===== config.mk =====
export PLATFORM = sky130hd
export DESIGN_NAME = prs_readout
export DESIGN_NICKNAME = d
export VERILOG_FILES = /design/src/logic/prs_pkg.sv /design/src/logic/prs_result_hold.sv /design/src/logic/prs_readout.sv
export SDC_FILE = /design/constraint.sdc
export NUM_CORES = 1
export LEC_CHECK = 0
export BUFFER_PORTS_ARGS = -buffer_cell sky130_fd_sc_hd__buf_2
export CELL_PAD_IN_SITES_DETAIL_PLACEMENT = 0
export CELL_PAD_IN_SITES_GLOBAL_PLACEMENT = 2
export CORE_MARGIN = 5
export CORE_UTILIZATION = 40
export DETAILED_ROUTE_END_ITERATION = 10
export PLACE_DENSITY_LB_ADDON = 0.05
export SYNTH_ARGS = -nofsm -noshare
export SYNTH_HDL_FRONTEND = slang
export SYNTH_SLANG_ARGS = --single-unit

===== constraint.sdc =====
create_clock -name clk -period 2.6 [get_ports clk]
set_clock_uncertainty 0.05 [all_clocks]
set_input_delay 0.26 -clock clk [delete_from_list [all_inputs] [get_ports clk]]
set_output_delay 0.26 -clock clk [all_outputs]
set_load 0.05 [all_outputs]

===== src/logic/prs_pkg.sv =====
// constants shared by the proximity result readout block
// assumes a single 100 MHz clock domain and an i2c slave port
package prs_pkg;

   // ==========================================================
   // register offsets (5-bit register address space)
   localparam logic [4:0] ADDR_ENABLE    = 5'h00;
   localparam logic [4:0] ADDR_THR_LO_L  = 5'h08;
   localparam logic [4:0] ADDR_THR_LO_H  = 5'h09;
   localparam logic [4:0] ADDR_THR_HI_L  = 5'h0a;
   localparam logic [4:0] ADDR_THR_HI_H  = 5'h0b;
   localparam logic [4:0] ADDR_PART_ID   = 5'h12;
   localparam logic [4:0] ADDR_STATUS    = 5'h13;
   localparam logic [4:0] ADDR_COUNT_LO  = 5'h18;
   localparam logic [4:0] ADDR_COUNT_HI  = 5'h19;

   // ==========================================================
   // field positions
   localparam int IRQ_MASK_BIT  = 5;
   localparam int IRQ_FLAG_BIT  = 5;
   localparam int CMD_SEL_BIT   = 7;
   localparam int CMD_TYPE_MSB  = 6;
   localparam int CMD_TYPE_LSB  = 5;

   // ==========================================================
   // command byte encodings
   localparam logic [1:0] TYPE_REPEAT  = 2'h0;
   localparam logic [1:0] TYPE_AUTOINC = 2'h1;
   localparam logic [1:0] TYPE_SPECIAL = 2'h3;
   localparam logic [4:0] SF_IRQ_CLEAR = 5'h05;

   // ==========================================================
   // reset values and fixed codes
   localparam logic [7:0] ENABLE_RESET = 8'h00;
   localparam logic [7:0] THR_RESET    = 8'h00;
   localparam logic [7:0] BYTE_ZERO    = 8'h00;
   localparam logic [3:0] BITS_PER_BYTE = 4'h8;

   // ==========================================================
   // i2c slave states
   typedef enum logic [2:0] {
      ST_IDLE  = 3'b000,
      ST_ADDR  = 3'b001,
      ST_ACK_A = 3'b010,
      ST_RX    = 3'b011,
      ST_ACK_W = 3'b100,
      ST_TX    = 3'b101,
      ST_MACK  = 3'b110
   } prs_state_t;

endpackage


===== src/logic/prs_result_hold.sv =====
// proximity result holder with the upper-byte shadow latch
// assumes result_valid pulses once per finished conversion
`timescale 1ns/1ps

module prs_result_hold (
   // clock and reset
   input  wire logic        clk,
   input  wire logic        reset_n,
   // conversion side
   input  wire logic        result_valid,
   input  wire logic [15:0] result,
   // read side
   input  wire logic        low_read,
   output logic      [7:0]  count_low,
   output logic      [7:0]  count_high
);

   logic [15:0] result_q;
   logic [15:0] result_d;
   logic [7:0]  shadow_q;
   logic [7:0]  shadow_d;

   // ==========================================================
   // next state
   always_comb begin
      result_d = result_q;
      shadow_d = shadow_q;
      if (result_valid) begin
         result_d = result;
      end
      // the latch is taken from the held value, so a conversion ending
      // in this same cycle goes to the next pair of reads
      if (low_read) begin
         shadow_d = result_q[15:8];
      end
   end

   always_ff @(posedge clk or negedge reset_n) begin
      if (!reset_n) begin
         result_q <= 16'h0000;
         shadow_q <= 8'h00;
      end else begin
         result_q <= result_d;
         shadow_q <= shadow_d;
      end
   end

   assign count_low  = result_q[7:0];
   assign count_high = shadow_q;

endmodule


===== src/logic/prs_readout.sv =====
// proximity result readout: i2c slave, register map, irq flag and pin
// assumes scl/sda inputs already synchronous to clk; open-drain pins
// are resolved outside from the enables
`timescale 1ns/1ps

module prs_readout #(
   parameter logic [6:0] SLAVE_ADDR = 7'h2a,
   // arbitrary identification value
   parameter logic [7:0] PART_CODE  = 8'h5a
) (
   // clock and reset
   input  wire logic        clk,
   input  wire logic        reset_n,
   // i2c pins
   input  wire logic        scl_i,
   input  wire logic        sda_i,
   output logic             sda_o,
   output logic             sda_oe,
   // interrupt pin
   output logic             irq_o,
   output logic             irq_oe,
   // conversion results
   input  wire logic        result_valid,
   input  wire logic [15:0] result
);

   prs_pkg::prs_state_t st_q, st_d;
   logic       scl_q, sda_q;
   logic [7:0] sh_q, sh_d;
   logic [3:0] cnt_q, cnt_d;
   logic [4:0] ptr_q, ptr_d;
   logic [1:0] type_q, type_d;
   logic       rw_q, rw_d;
   logic       first_q, first_d;
   logic       oe_q, oe_d;
   logic       mack_q, mack_d;
   logic [7:0] enable_q, enable_d;
   logic [7:0] thr_lo_l_q, thr_lo_l_d, thr_lo_h_q, thr_lo_h_d;
   logic [7:0] thr_hi_l_q, thr_hi_l_d, thr_hi_h_q, thr_hi_h_d;
   logic       flag_q, flag_d;
   logic       low_read;
   logic [7:0] rd_byte;
   logic [7:0] count_low, count_high, status;
   logic       scl_rise, scl_fall, start_c, stop_c;
   logic       irq_clear, irq_event;
   logic [15:0] thr_lo, thr_hi;
   logic [7:0] rx_byte;

   // ==========================================================
   // result storage
   prs_result_hold u_hold (
      .clk          (clk),
      .reset_n      (reset_n),
      .result_valid (result_valid),
      .result       (result),
      .low_read     (low_read),
      .count_low    (count_low),
      .count_high   (count_high)
   );

   // ==========================================================
   // read data mux
   always_comb begin
      status = prs_pkg::BYTE_ZERO;
      status[prs_pkg::IRQ_FLAG_BIT] = flag_q;
      if (ptr_q == prs_pkg::ADDR_ENABLE) begin
         rd_byte = enable_q;
      end else if (ptr_q == prs_pkg::ADDR_THR_LO_L) begin
         rd_byte = thr_lo_l_q;
      end else if (ptr_q == prs_pkg::ADDR_THR_LO_H) begin
         rd_byte = thr_lo_h_q;
      end else if (ptr_q == prs_pkg::ADDR_THR_HI_L) begin
         rd_byte = thr_hi_l_q;
      end else if (ptr_q == prs_pkg::ADDR_THR_HI_H) begin
         rd_byte = thr_hi_h_q;
      end else if (ptr_q == prs_pkg::ADDR_PART_ID) begin
         rd_byte = PART_CODE;
      end else if (ptr_q == prs_pkg::ADDR_STATUS) begin
         rd_byte = status;
      end else if (ptr_q == prs_pkg::ADDR_COUNT_LO) begin
         rd_byte = count_low;
      end else if (ptr_q == prs_pkg::ADDR_COUNT_HI) begin
         rd_byte = count_high;
      end else begin
         rd_byte = prs_pkg::BYTE_ZERO;
      end
   end

   // ==========================================================
   // bus events
   assign scl_rise = scl_i & ~scl_q;
   assign scl_fall = ~scl_i & scl_q;
   assign start_c  = scl_i & scl_q & sda_q & ~sda_i;
   assign stop_c   = scl_i & scl_q & ~sda_q & sda_i;
   assign rx_byte  = sh_q;
   assign thr_lo   = {thr_lo_h_q, thr_lo_l_q};
   assign thr_hi   = {thr_hi_h_q, thr_hi_l_q};

   // ==========================================================
   // next state: protocol, registers, flag clear pulse
   always_comb begin
      st_d       = st_q;
      sh_d       = sh_q;
      cnt_d      = cnt_q;
      ptr_d      = ptr_q;
      type_d     = type_q;
      rw_d       = rw_q;
      first_d    = first_q;
      oe_d       = oe_q;
      mack_d     = mack_q;
      enable_d   = enable_q;
      thr_lo_l_d = thr_lo_l_q;
      thr_lo_h_d = thr_lo_h_q;
      thr_hi_l_d = thr_hi_l_q;
      thr_hi_h_d = thr_hi_h_q;
      low_read   = 1'b0;
      irq_clear  = 1'b0;
      if (start_c) begin
         st_d  = prs_pkg::ST_ADDR;
         cnt_d = 4'h0;
         oe_d  = 1'b0;
      end else if (stop_c) begin
         st_d = prs_pkg::ST_IDLE;
         oe_d = 1'b0;
      end else begin
         case (st_q)
            prs_pkg::ST_ADDR, prs_pkg::ST_RX: begin
               if (scl_rise) begin
                  sh_d  = {sh_q[6:0], sda_i};
                  cnt_d = cnt_q + 4'h1;
               end else if (scl_fall
                            && cnt_q == prs_pkg::BITS_PER_BYTE) begin
                  if (st_q == prs_pkg::ST_ADDR) begin
                     if (rx_byte[7:1] == SLAVE_ADDR) begin
                        rw_d    = rx_byte[0];
                        first_d = 1'b1;
                        oe_d    = 1'b1;
                        st_d    = prs_pkg::ST_ACK_A;
                     end else begin
                        st_d = prs_pkg::ST_IDLE;
                     end
                  end else begin
                     oe_d    = 1'b1;
                     first_d = 1'b0;
                     st_d    = prs_pkg::ST_ACK_W;
                     if (first_q && rx_byte[prs_pkg::CMD_SEL_BIT]) begin
                        type_d = rx_byte[prs_pkg::CMD_TYPE_MSB:
                                         prs_pkg::CMD_TYPE_LSB];
                        if (type_d == prs_pkg::TYPE_SPECIAL) begin
                           // one-cycle pulse, nothing to release later
                           irq_clear = (rx_byte[4:0]
                                        == prs_pkg::SF_IRQ_CLEAR);
                        end else begin
                           ptr_d = rx_byte[4:0];
                        end
                     end else begin
                        // identity, status and count writes fall through
                        if (ptr_q == prs_pkg::ADDR_ENABLE) begin
                           enable_d = rx_byte;
                        end else if (ptr_q == prs_pkg::ADDR_THR_LO_L) begin
                           thr_lo_l_d = rx_byte;
                        end else if (ptr_q == prs_pkg::ADDR_THR_LO_H) begin
                           thr_lo_h_d = rx_byte;
                        end else if (ptr_q == prs_pkg::ADDR_THR_HI_L) begin
                           thr_hi_l_d = rx_byte;
                        end else if (ptr_q == prs_pkg::ADDR_THR_HI_H) begin
                           thr_hi_h_d = rx_byte;
                        end
                        if (type_q == prs_pkg::TYPE_AUTOINC) begin
                           ptr_d = ptr_q + 5'h01;
                        end
                     end
                  end
               end
            end
            prs_pkg::ST_ACK_A, prs_pkg::ST_ACK_W: begin
               if (scl_fall) begin
                  cnt_d = 4'h0;
                  if (st_q == prs_pkg::ST_ACK_A && rw_q) begin
                     sh_d     = rd_byte;
                     oe_d     = ~rd_byte[7];
                     low_read = (ptr_q == prs_pkg::ADDR_COUNT_LO);
                     st_d     = prs_pkg::ST_TX;
                  end else begin
                     oe_d = 1'b0;
                     st_d = prs_pkg::ST_RX;
                  end
               end
            end
            prs_pkg::ST_TX: begin
               if (scl_rise) begin
                  cnt_d = cnt_q + 4'h1;
               end else if (scl_fall) begin
                  if (cnt_q == prs_pkg::BITS_PER_BYTE) begin
                     oe_d = 1'b0;
                     st_d = prs_pkg::ST_MACK;
                     if (type_q == prs_pkg::TYPE_AUTOINC) begin
                        ptr_d = ptr_q + 5'h01;
                     end
                  end else begin
                     sh_d = {sh_q[6:0], 1'b0};
                     oe_d = ~sh_q[6];
                  end
               end
            end
            prs_pkg::ST_MACK: begin
               if (scl_rise) begin
                  mack_d = ~sda_i;
               end else if (scl_fall) begin
                  if (mack_q) begin
                     cnt_d    = 4'h0;
                     sh_d     = rd_byte;
                     oe_d     = ~rd_byte[7];
                     low_read = (ptr_q == prs_pkg::ADDR_COUNT_LO);
                     st_d     = prs_pkg::ST_TX;
                  end else begin
                     st_d = prs_pkg::ST_IDLE;
                  end
               end
            end
            default: begin
               st_d = prs_pkg::ST_IDLE;
            end
         endcase
      end
   end

   // ==========================================================
   // interrupt flag: a new event wins over a clear in the same cycle
   assign irq_event = result_valid
                      && enable_q[prs_pkg::IRQ_MASK_BIT]
                      && (result < thr_lo || result > thr_hi);

   always_comb begin
      flag_d = flag_q;
      if (irq_clear) begin
         flag_d = 1'b0;
      end
      if (irq_event) begin
         flag_d = 1'b1;
      end
   end

   always_ff @(posedge clk or negedge reset_n) begin
      if (!reset_n) begin
         st_q       <= prs_pkg::ST_IDLE;
         scl_q      <= 1'b1;
         sda_q      <= 1'b1;
         sh_q       <= prs_pkg::BYTE_ZERO;
         cnt_q      <= 4'h0;
         ptr_q      <= 5'h00;
         type_q     <= prs_pkg::TYPE_REPEAT;
         rw_q       <= 1'b0;
         first_q    <= 1'b0;
         oe_q       <= 1'b0;
         mack_q     <= 1'b0;
         enable_q   <= prs_pkg::ENABLE_RESET;
         thr_lo_l_q <= prs_pkg::THR_RESET;
         thr_lo_h_q <= prs_pkg::THR_RESET;
         thr_hi_l_q <= prs_pkg::THR_RESET;
         thr_hi_h_q <= prs_pkg::THR_RESET;
         flag_q     <= 1'b0;
      end else begin
         st_q       <= st_d;
         scl_q      <= scl_i;
         sda_q      <= sda_i;
         sh_q       <= sh_d;
         cnt_q      <= cnt_d;
         ptr_q      <= ptr_d;
         type_q     <= type_d;
         rw_q       <= rw_d;
         first_q    <= first_d;
         oe_q       <= oe_d;
         mack_q     <= mack_d;
         enable_q   <= enable_d;
         thr_lo_l_q <= thr_lo_l_d;
         thr_lo_h_q <= thr_lo_h_d;
         thr_hi_l_q <= thr_hi_l_d;
         thr_hi_h_q <= thr_hi_h_d;
         flag_q     <= flag_d;
      end
   end

   // ==========================================================
   // pins: both are open drain, the driven level is always low
   assign sda_o  = 1'b0;
   assign sda_oe = oe_q;
   assign irq_o  = 1'b0;
   assign irq_oe = flag_q;

endmodule


Word-level counts from Yosys, hierarchy flattened
Cells that the tools add are included.
{"block": "totals", "input_bits": 21, "reg_bits": 93, "output_inout_bits": 4}
{"block": "op_classes", "addsub": 2, "n_mux": 86, "n_eq_ne": 50, "n_reduce_logical": 29, "bitwise_logic": 22, "order_cmp": 2}
{"operator": "two-way mux 8 bit", "count": 18}
{"operator": "two-way mux 5 bit", "count": 9}
{"operator": "two-way mux 3 bit", "count": 13}
{"operator": "!= test 4 bit, second input constant", "count": 9}
{"operator": "two-way mux 1 bit", "count": 32}
{"operator": "case mux 8 bit (4 select lines)", "count": 1}
{"operator": "AND reduction 10 bit", "count": 3}
{"operator": "two-way mux 4 bit", "count": 7}
{"operator": "!= test 2 bit, second input constant", "count": 14}
{"operator": "AND reduction 12 bit", "count": 2}
{"operator": "AND reduction 7 bit", "count": 3}
{"operator": "== test 5 x 4 -> 1 bit, second input constant", "count": 4}
{"operator": "== test 5 bit, second input constant", "count": 4}
{"operator": "greater-than comparator 16 bit", "count": 1}
{"operator": "< comparator 16 bit", "count": 1}
{"operator": "AND reduction 8 bit", "count": 2}
{"operator": "!= test 3 bit, second input constant", "count": 5}
{"operator": "NOT 1 bit", "count": 15}
{"operator": "case mux 3 bit (4 select lines)", "count": 1}
{"operator": "case mux 4 bit (3 select lines)", "count": 1}
{"operator": "AND reduction 11 bit", "count": 1}
{"operator": "case mux 5 bit (2 select lines)", "count": 1}
{"operator": "== test 3 bit, second input constant", "count": 3}
{"operator": "AND reduction 9 bit", "count": 1}
{"operator": "26 further kinds", "count": 40}

Depth between registers and ports, before layout
Gate-level depths: netlist (run 1).
{"block": "logic_depth", "depth_word": 17, "mapped_depth": 10, "depth_no_buf": 8}

By module
Synthesis (run 1) repeated with hierarchy kept, for this count alone.
{"block": "unflattened", "cells_unflattened": 603, "hier_area_um2": 5741.8}
{"mod": "prs_readout", "area_per_inst_um2": 4737.0, "cells_each": 544, "n_inst": 1}
{"mod": "prs_result_hold", "area_per_inst_um2": 1004.7, "cells_each": 59, "n_inst": 1}

Worst setup path after synthesis (run 1)
No wires, ideal clock.
{"block": "synth_timing", "kind": "reg2reg", "startpoint": "register ptr_q[0]", "endpoint": "register enable_q[0]", "n_path_buf": 2, "slack_ns": 0.280, "arrival_time_ns": 2.145, "path_stages_with_launch": 9, "synth_period_minus_slack_ns": 2.320, "path_cell_list": "dfrtp_1 > inv_1 > ha_1 > buf_2 > or3b_2 > nor2_2 > and3_1 > buf_2 > mux2_2"}
{"block": "synth_between", "elab_chain_len": 2}
{"item": "start: declaration", "line_no": "prs_readout.sv:31", "text": "logic [4:0] ptr_q, ptr_d;"}
{"item": "start signal: assignment", "line_no": "prs_readout.sv:269", "text": "ptr_q <= ptr_d;"}
{"item": "zero test 5 bit", "line_no": "prs_readout.sv:158", "text": "if (ptr_q == prs_pkg::ADDR_ENABLE) begin"}
{"item": "AND reduction 8 bit (no source line)"}
{"item": "end signal: assignment", "line_no": "prs_readout.sv:257", "text": "enable_q <= prs_pkg::ENABLE_RESET;"}
{"item": "end signal: assignment", "line_no": "prs_readout.sv:275", "text": "enable_q <= enable_d;"}
{"item": "end: declaration", "line_no": "prs_readout.sv:37", "text": "logic [7:0] enable_q, enable_d;"}
Every way passes these cells.
A chain may end at the register's enable or synchronous reset.

Worst setup path in the final report (run 1)
{"block": "layout_timing", "startpoint": "register cnt_q[0]", "endpoint": "register thr_hi_l_q[6]"}
{"block": "layout_between", "elab_chain_len": 3}
{"item": "start: declaration", "line_no": "prs_readout.sv:30", "text": "logic [3:0] cnt_q, cnt_d;"}
{"item": "start signal: assignment", "line_no": "prs_readout.sv:268", "text": "cnt_q <= cnt_d;"}
{"item": "== test 4 bit", "line_no": "prs_readout.sv:132", "text": "&& cnt_q == prs_pkg::BITS_PER_BYTE) begin"}
{"item": "logical AND 1 bit", "line_no": "prs_readout.sv:132"}
{"item": "AND reduction 11 bit (no source line)"}
{"item": "end signal: assignment", "line_no": "prs_readout.sv:260", "text": "thr_hi_l_q <= prs_pkg::THR_RESET;"}
{"item": "end signal: assignment", "line_no": "prs_readout.sv:278", "text": "thr_hi_l_q <= thr_hi_l_d;"}
{"item": "end: declaration", "line_no": "prs_readout.sv:39", "text": "logic [7:0] thr_hi_l_q, thr_hi_l_d, thr_hi_h_q, thr_hi_h_d;"}
Every way passes these cells.

==> impl_results.md, run 1 <==
* Status: finished, final reports clean
* Drt total wl at 17400 um
* Seq/Total Area, Yosys at 0.406
* Total gr overflow at 0
* Synth warn at 0
* Number of synthesized flops with an enable pin at 0
* Synthesis-stage register bit count at 93
* Worst hold path class: in2reg
* Port bufs at 22
* Vias in the first global route at 4740
* Worst-path clk slew at 0.07 ns
* Antenna Diode Count at 0
* Global-route wire length before repair at 27400 um
* Via Count at 4625
* Initial core utilization at 0.411
* Worst r2r path cells at 8
* Fill count at 1345
* Fin Setup TNS at 0 ns
* WL/cell at 21.7 um
* Synth Flop Type: dfrtp_1
* DRC Markers at 0
* Type of origin of the critical path: register
* Power Dens Cells at 518 nW/um2
* Initial DRT Pass Iterations at 5
* CP max-delay cell: nor3b_4
* Skew-Pair Late Insertion Delay at 0.35 ns
* RSZ-0062 raised after global routing: false
* Gr usage total at 0.217
* Commonest non-fill, non-tap cell in the layout: dfrtp_1
* Most frequent cells in the layout: dfrtp_1, mux2_2, nand2_1, a21oi_1, inv_1
* Number of CTS-inserted buffers at 9
* Synth top area cells: dfrtp_1, mux2_2, ha_1
* Worst Setup Path Type: reg2reg
* Final hold violations at 0
* Crit path DAT at 2.69 ns
* Fin. max-slew vios at 0
* Routed Antenna Nets at 0
* CP cell instances: inv_1 > ha_1 > and3b_1 > and2_4 > and3_4 > nand3_4 > nor3b_4 > mux2_2
* Die Wd at 130 um
* Core ar. at 14000 um2
* Initial DRC count at 366
* Setup ws final at 0.0900 ns
* Least-Margin Pin Slew at 0.527 ns
* Crit path largest cell delay at 0.48 ns
* Post-synth top area share at 0.397
* Yosys top cell by area: dfrtp_1
* Antenna violations before repair at 0
* Syn Area/Cell at 9.90 um2
* Tot Pwr at 3.37 mW
* WP data required at 2.78 ns
* Setup Viol. Count Final at 0
* Placer Congestion at 0.886
* Rel. slew slack at 0.647
* # H-tree levels at 3
* Yosys cell types at 72
* Die area at 16900 um2
* Final #Nets at 673
* Hold Path Origin: sda_i
* CP Capture Type: register
* Ratio of cells with drive above 1 in the final layout at 0.245
* TritonCTS Sinks at 93
* Maximum buffer depth of the clock tree at 2
* I/O pin count at 25
* Max-cap violations at 0
* Worst Path Max Fanout at 8
* Pre-CTS setup slack at 0.0932 ns
* Final worst path period need at 2.51 ns
* Crit path from: cnt_q[0]
* Largest net degree at the start of global routing at 60
* Synthesized area at 5740 um2
* VDD IR max at 0.000276 V
* Ys async rst share at 1.00
* CTS tree: yes
* Fmax at 0.398 GHz
* Reg2reg start: cnt_q[0]
* Placed cells at 782
* Cell Rows at 43
* Die Ht at 130 um
* Static Leakage at 2.92 nW
* Hold depth at 1
* Final Non-Filler Cells at 800
* Post-DR vias/cell at 5.78
* Final HPWL DP at 13400 um
* Area growth syn-to-layout at 13.2%
* Mapped Cells at 580
* Root buf cell: clkbuf_16
* Tcrit/Tclk final at 0.965
==> worst max-delay path: cells and delay by family, from the launching register on <==
| family | cells | cell delay, ns |
|---|---|---|
| flip-flops | 1 | 0.42 |
| AND/OR/NAND/NOR | 5 | 1.32 |
| adder cells (fa/ha/maj) | 1 | 0.13 |
| buffers and inverters | 1 | 0.07 |
| multiplexers | 1 | 0.40 |
==> metal layers <==
metal | GRT usage | share of wire | vias to the layer above
li1 | - | - | 2165
met1 | 0.281 | 0.44 | 2295
met2 | 0.362 | 0.49 | 127
met3 | 0.0372 | 0.041 | 38
met4 | 0.0880 | 0.032 | 0
met5 | 0 | 0 | -
==> repair_timing <==
| item | 4_1_cts | 5_1_grt |
|---|---|---|
| buffers inserted | 0 | 1 |
| hold endpoints to repair | 34 | 0 |
| hold buffers | 1 | 0 |
| setup endpoints to repair | 0 | 6 |
| resized for setup | 0 | 4 |
==> cells in the mapped netlist (3+ instances only) <==
cell type	n
dfrtp_1	91
mux2_2	62
nand2_1	49
a21oi_1	47
inv_1	43
ha_1	37
nor2_1	29
o21ai_0	27
nor2b_1	14
clkbuf_1	12
a21o_1	10
mux2i_1	10
a31oi_1	9
nand4_1	9
a211oi_1	8
buf_2	8
nand3_1	8
a221oi_1	6
a22oi_1	6
buf_4	6
o22ai_1	6
nor3_1	5
o31ai_1	5
and3_1	4
nand2b_1	4
a211o_1	3
buf_1	3
nand4b_1	3
o311ai_0	3
==> power by group <==
group / leakage [nW] / total [mW] / internal [mW] / switching (mW)
Clock: 0.140 / 1.36 / 0.755 / 0.604
Combinational: 1.57 / 0.388 / 0.154 / 0.234
Sequential: 1.22 / 1.62 / 1.52 / 0.106
==> final timing paths <==
kind | endpoint | slack [ns]
max | thr_hi_l_q[6] | 0.09
min | sda_q | 0.02
max reg2reg | thr_hi_l_q[6] | 0.09
min reg2reg | type_q[0] | 0.45
max in group asynchronous | sda_q | 1.43
min in group asynchronous | st_q[0] | 0.36
==> cells by family after synthesis <==
logic type / synth area share
DFF: 0.406
and+or+nand+nor: 0.151
buffers and inverters: 0.0527
adders and majority gates: 0.0806
muxes: 0.141
AOI/OAI and AO/OA: 0.167
xor gates and xnor gates: 0.00153
other: 0.000653
==> metrics by stage <==
step                       util  cell area [um2]  hold slack, ns
final                     0.465             6500          0.0185
after detailed placement  0.441             6170           0.209
after global placement    0.441             6170           0.200
after global routing      0.465             6500         0.00573
after floorplan               -             5750         -0.0856
after CTS                 0.463             6480        0.000605
==> state kept, by name, summed over array words and instances, names as in the netlist <==
register / cells
ptr_q: 5
enable_q: 8
first_q: 1
rx_byte: 8
type_q: 2
st_q: 3
u_hold.count_high: 8
thr_hi_h_q: 8
scl_q: 1
rw_q: 1
thr_lo_h_q: 8
sda_q: 1
sda_oe: 1
thr_hi_l_q: 8
thr_lo_l_q: 8
mack_q: 1
cnt_q: 4
u_hold.result_q: 16
irq_oe: 1
==> area by class of cell <==
class	instances	area [um2]	area share
clock buffer	10	229	0.0352
inverter	43	161	0.0248
timing repair buffer	52	365	0.0562
sequential	93	2330	0.358
multi-input combinational	416	3120	0.480
clock inverter	6	71.3	0.0110
tap	180	225	0.0346
Note: power is estimated with default switching activity, not from simulation.
==> inputs of run 2 (changes only) <==
--- a/config.mk
+++ b/config.mk
@@ -12,6 +12,7 @@
 export CORE_UTILIZATION = 40
 export DETAILED_ROUTE_END_ITERATION = 10
 export PLACE_DENSITY_LB_ADDON = 0.05
+export REMOVE_ABC_BUFFERS = 1
 export SYNTH_ARGS = -nofsm -noshare
 export SYNTH_HDL_FRONTEND = slang
 export SYNTH_SLANG_ARGS = --single-unit
==> run 2 against run 1 <==
Effect of this change:
- cell count is 0.88% higher
- non-clock buffer count is 7 higher
- sequential cell count is the same
- die area unchanged
- fmax up 2.1%
- first-iteration DRC count is 4.6% higher
- clock-buffer cell count is the same
- highest routed layer unchanged
- power increased by 1.3%
- sequential share of layout area is 0.50 points lower
- critical endpoint is now thr_hi_l_q[2]
- worst setup slack improved by 0.053 ns
- final area increased by 1.4%
==> impl_results.md, run 2 (synthesized netlist as in run 1, its figures left out) <==
* Switching power at 0.942 mW
* Post-DR vias/cell at 5.69
* Hold depth at 1
* Die Ht at 130 um
* R2R Path End: thr_hi_l_q[2]
* Fmax at 0.407 GHz
* Routed Antenna Nets at 0
* Port bufs at 22
* Switching Fraction at 0.276
* Status: finished, final reports clean
* Core ar. at 14000 um2
* Skew-Pair Late Insertion Delay at 0.35 ns
* Hold path endpoint: sda_q
* Final hold violations at 0
* Via Count at 4594
* Final Non-Filler Cells at 807
* Critical path's top delay family: simple AND/OR/NAND/NOR gates
* Worst r2r path cells at 5
* Crit path DAT at 2.64 ns
* # H-tree levels at 3
* I/O pin count at 25
* CTS tree: yes
* Rel. slew slack at 0.611
* Largest net degree at the start of global routing at 59
* Drt total wl at 17100 um
* WL/cell at 21.2 um
* Reg2reg start: ptr_q[0]
* VDD IR max at 0.000300 V
* Final #Nets at 680
* Die Wd at 130 um
* Worst Setup Path Type: reg2reg
* Final worst path period need at 2.46 ns
* Area growth syn-to-layout at 14.8%
* Vias in the first global route at 4754
* Int Pwr at 2.47 mW
* Top reg by flops: u_hold.result_q
* TritonCTS Sinks at 93
* Crit path from: ptr_q[0]
* Hold Path Origin: sda_i
* Crit path largest cell delay at 0.54 ns
* CP cell instances: inv_1 > ha_1 > nor2b_1 > nor3b_4 > mux2_2
* Commonest non-fill, non-tap cell in the layout: dfrtp_1
* Antenna violations before repair at 0
* Tot Pwr at 3.41 mW
* R2R Setup Slk at 0.14 ns
* Maximum buffer depth of the clock tree at 2
* Post-CTS Setup Bufs at 0
* WP data required at 2.79 ns
* Number of CTS-inserted buffers at 9
* Gr usage total at 0.216
* Setup ws final at 0.143 ns
* CP Capture Type: register
* Final Core Density at 0.471
* Largest register FFs at 16
* Root buf cell: clkbuf_16
* Ratio of cells with drive above 1 in the final layout at 0.254
* Share of power burned in combinational logic at 0.118
* Pre-CTS setup slack at 0.0326 ns
* Worst hold path class: in2reg
* Initial DRT Pass Iterations at 5
* Sequential share of power at 0.467
* Placed cells at 790
* CP max-delay cell: nor3b_4
* Worst Path Max Fanout at 8
* Max-cap violations at 0
* RSZ-0062 raised after global routing: false
* Final HPWL DP at 13000 um
* Antenna Diode Count at 0
* DRC Markers at 0
* Cell Rows at 43
* Initial core utilization at 0.411
* Least-Margin Pin Slew at 0.583 ns
* Die area at 16900 um2
* Static Leakage at 2.98 nW
* Placer Congestion at 0.878
* Initial DRC count at 383
* Tcrit/Tclk final at 0.945
* WP buf/inv at 1
* Setup Viol. Count Final at 0
* Total gr overflow at 0
* Power Dens Cells at 518 nW/um2
* Type of origin of the critical path: register
* Fin. max-slew vios at 0
* Worst-path clk slew at 0.07 ns
* Most frequent cells in the layout: dfrtp_1, mux2_2, nand2_1, a21oi_1, inv_1
* Clock network fraction of design power at 0.415
* Global-route wire length before repair at 27500 um
run 2: cell types whose count changed in the layout (fill, tap and decap cells not counted), sizes merged:
| cell | change |
|---|---|
| buf | +7 |
| inv | +2 |
| clkinvlp | -2 |
run 2: worst max path at each step:
stage / cells past startpoint / slack [ns] / endpoint
after floorplan: 6 / -0.15 / enable_q[0]
after global placement: 6 / 0.16 / enable_q[0]
after detailed placement: 6 / 0.03 / enable_q[0]
after CTS: 6 / 0.1 / enable_q[2]
after global routing: 5 / 0.01 / thr_hi_l_q[2]
final: 5 / 0.14 / thr_hi_l_q[2]
run 2: layer usage:
metal,wire (um),up-vias,global-route usage,share of wire
li1,-,2194,-,-
met1,8210,2266,0.309,0.48
met2,7820,106,0.334,0.46
met3,587,28,0.0282,0.034
met4,471,0,0.0831,0.028
met5,0,-,0,0
run 2: per-stage QoR:
step           instance area, um2  setup TNS, ns  hold WS (ns)
6_report                     6590              0        0.0193
3_3_place_gp                 6260              0         0.215
3_5_place_dp                 6260              0         0.219
2_1_floorplan                5610          -1.16       -0.0856
4_1_cts                      6590              0       0.00409
5_1_grt                      6590              0        0.0103
run 2: power by group through the flow:
stage | Combinational, mW | Clock [mW] | Sequential, mW
after CTS | 0.411 | 1.45 | 1.59
after floorplan | 0.178 | 0 | 1.62
final | 0.403 | 1.42 | 1.59
after global routing | 0.451 | 1.52 | 1.61
after global placement | 0.401 | 0 | 1.62
after detailed placement | 0.406 | 0 | 1.62
run 2: worst register-to-register path: cells and delay by family (launching register included):
kind                     cells  cell delay [ns]
multiplexers                 1             0.40
buffers and inverters        1             0.16
flip-flops                   1             0.43
AND/OR/NAND/NOR              2             0.97
adder cells (fa/ha/maj)      1             0.34
run 2: layout make-up:
cell class	count	area (um2)
sequential	93	2330
clock inverter	6	76.3
multi-input combinational	416	3120
clock buffer	10	239
fill	1365	7390
inverter	43	161
timing repair buffer	59	443
tap	180	225
run 2: what timing repair did:
| action | in CTS | in global routing |
|---|---|---|
| resized for setup | 1 | 1 |
| endpoints found under the setup margin | 8 | 8 |
| hold buffers | 1 | 0 |
| hold endpoints to repair | 34 | 0 |
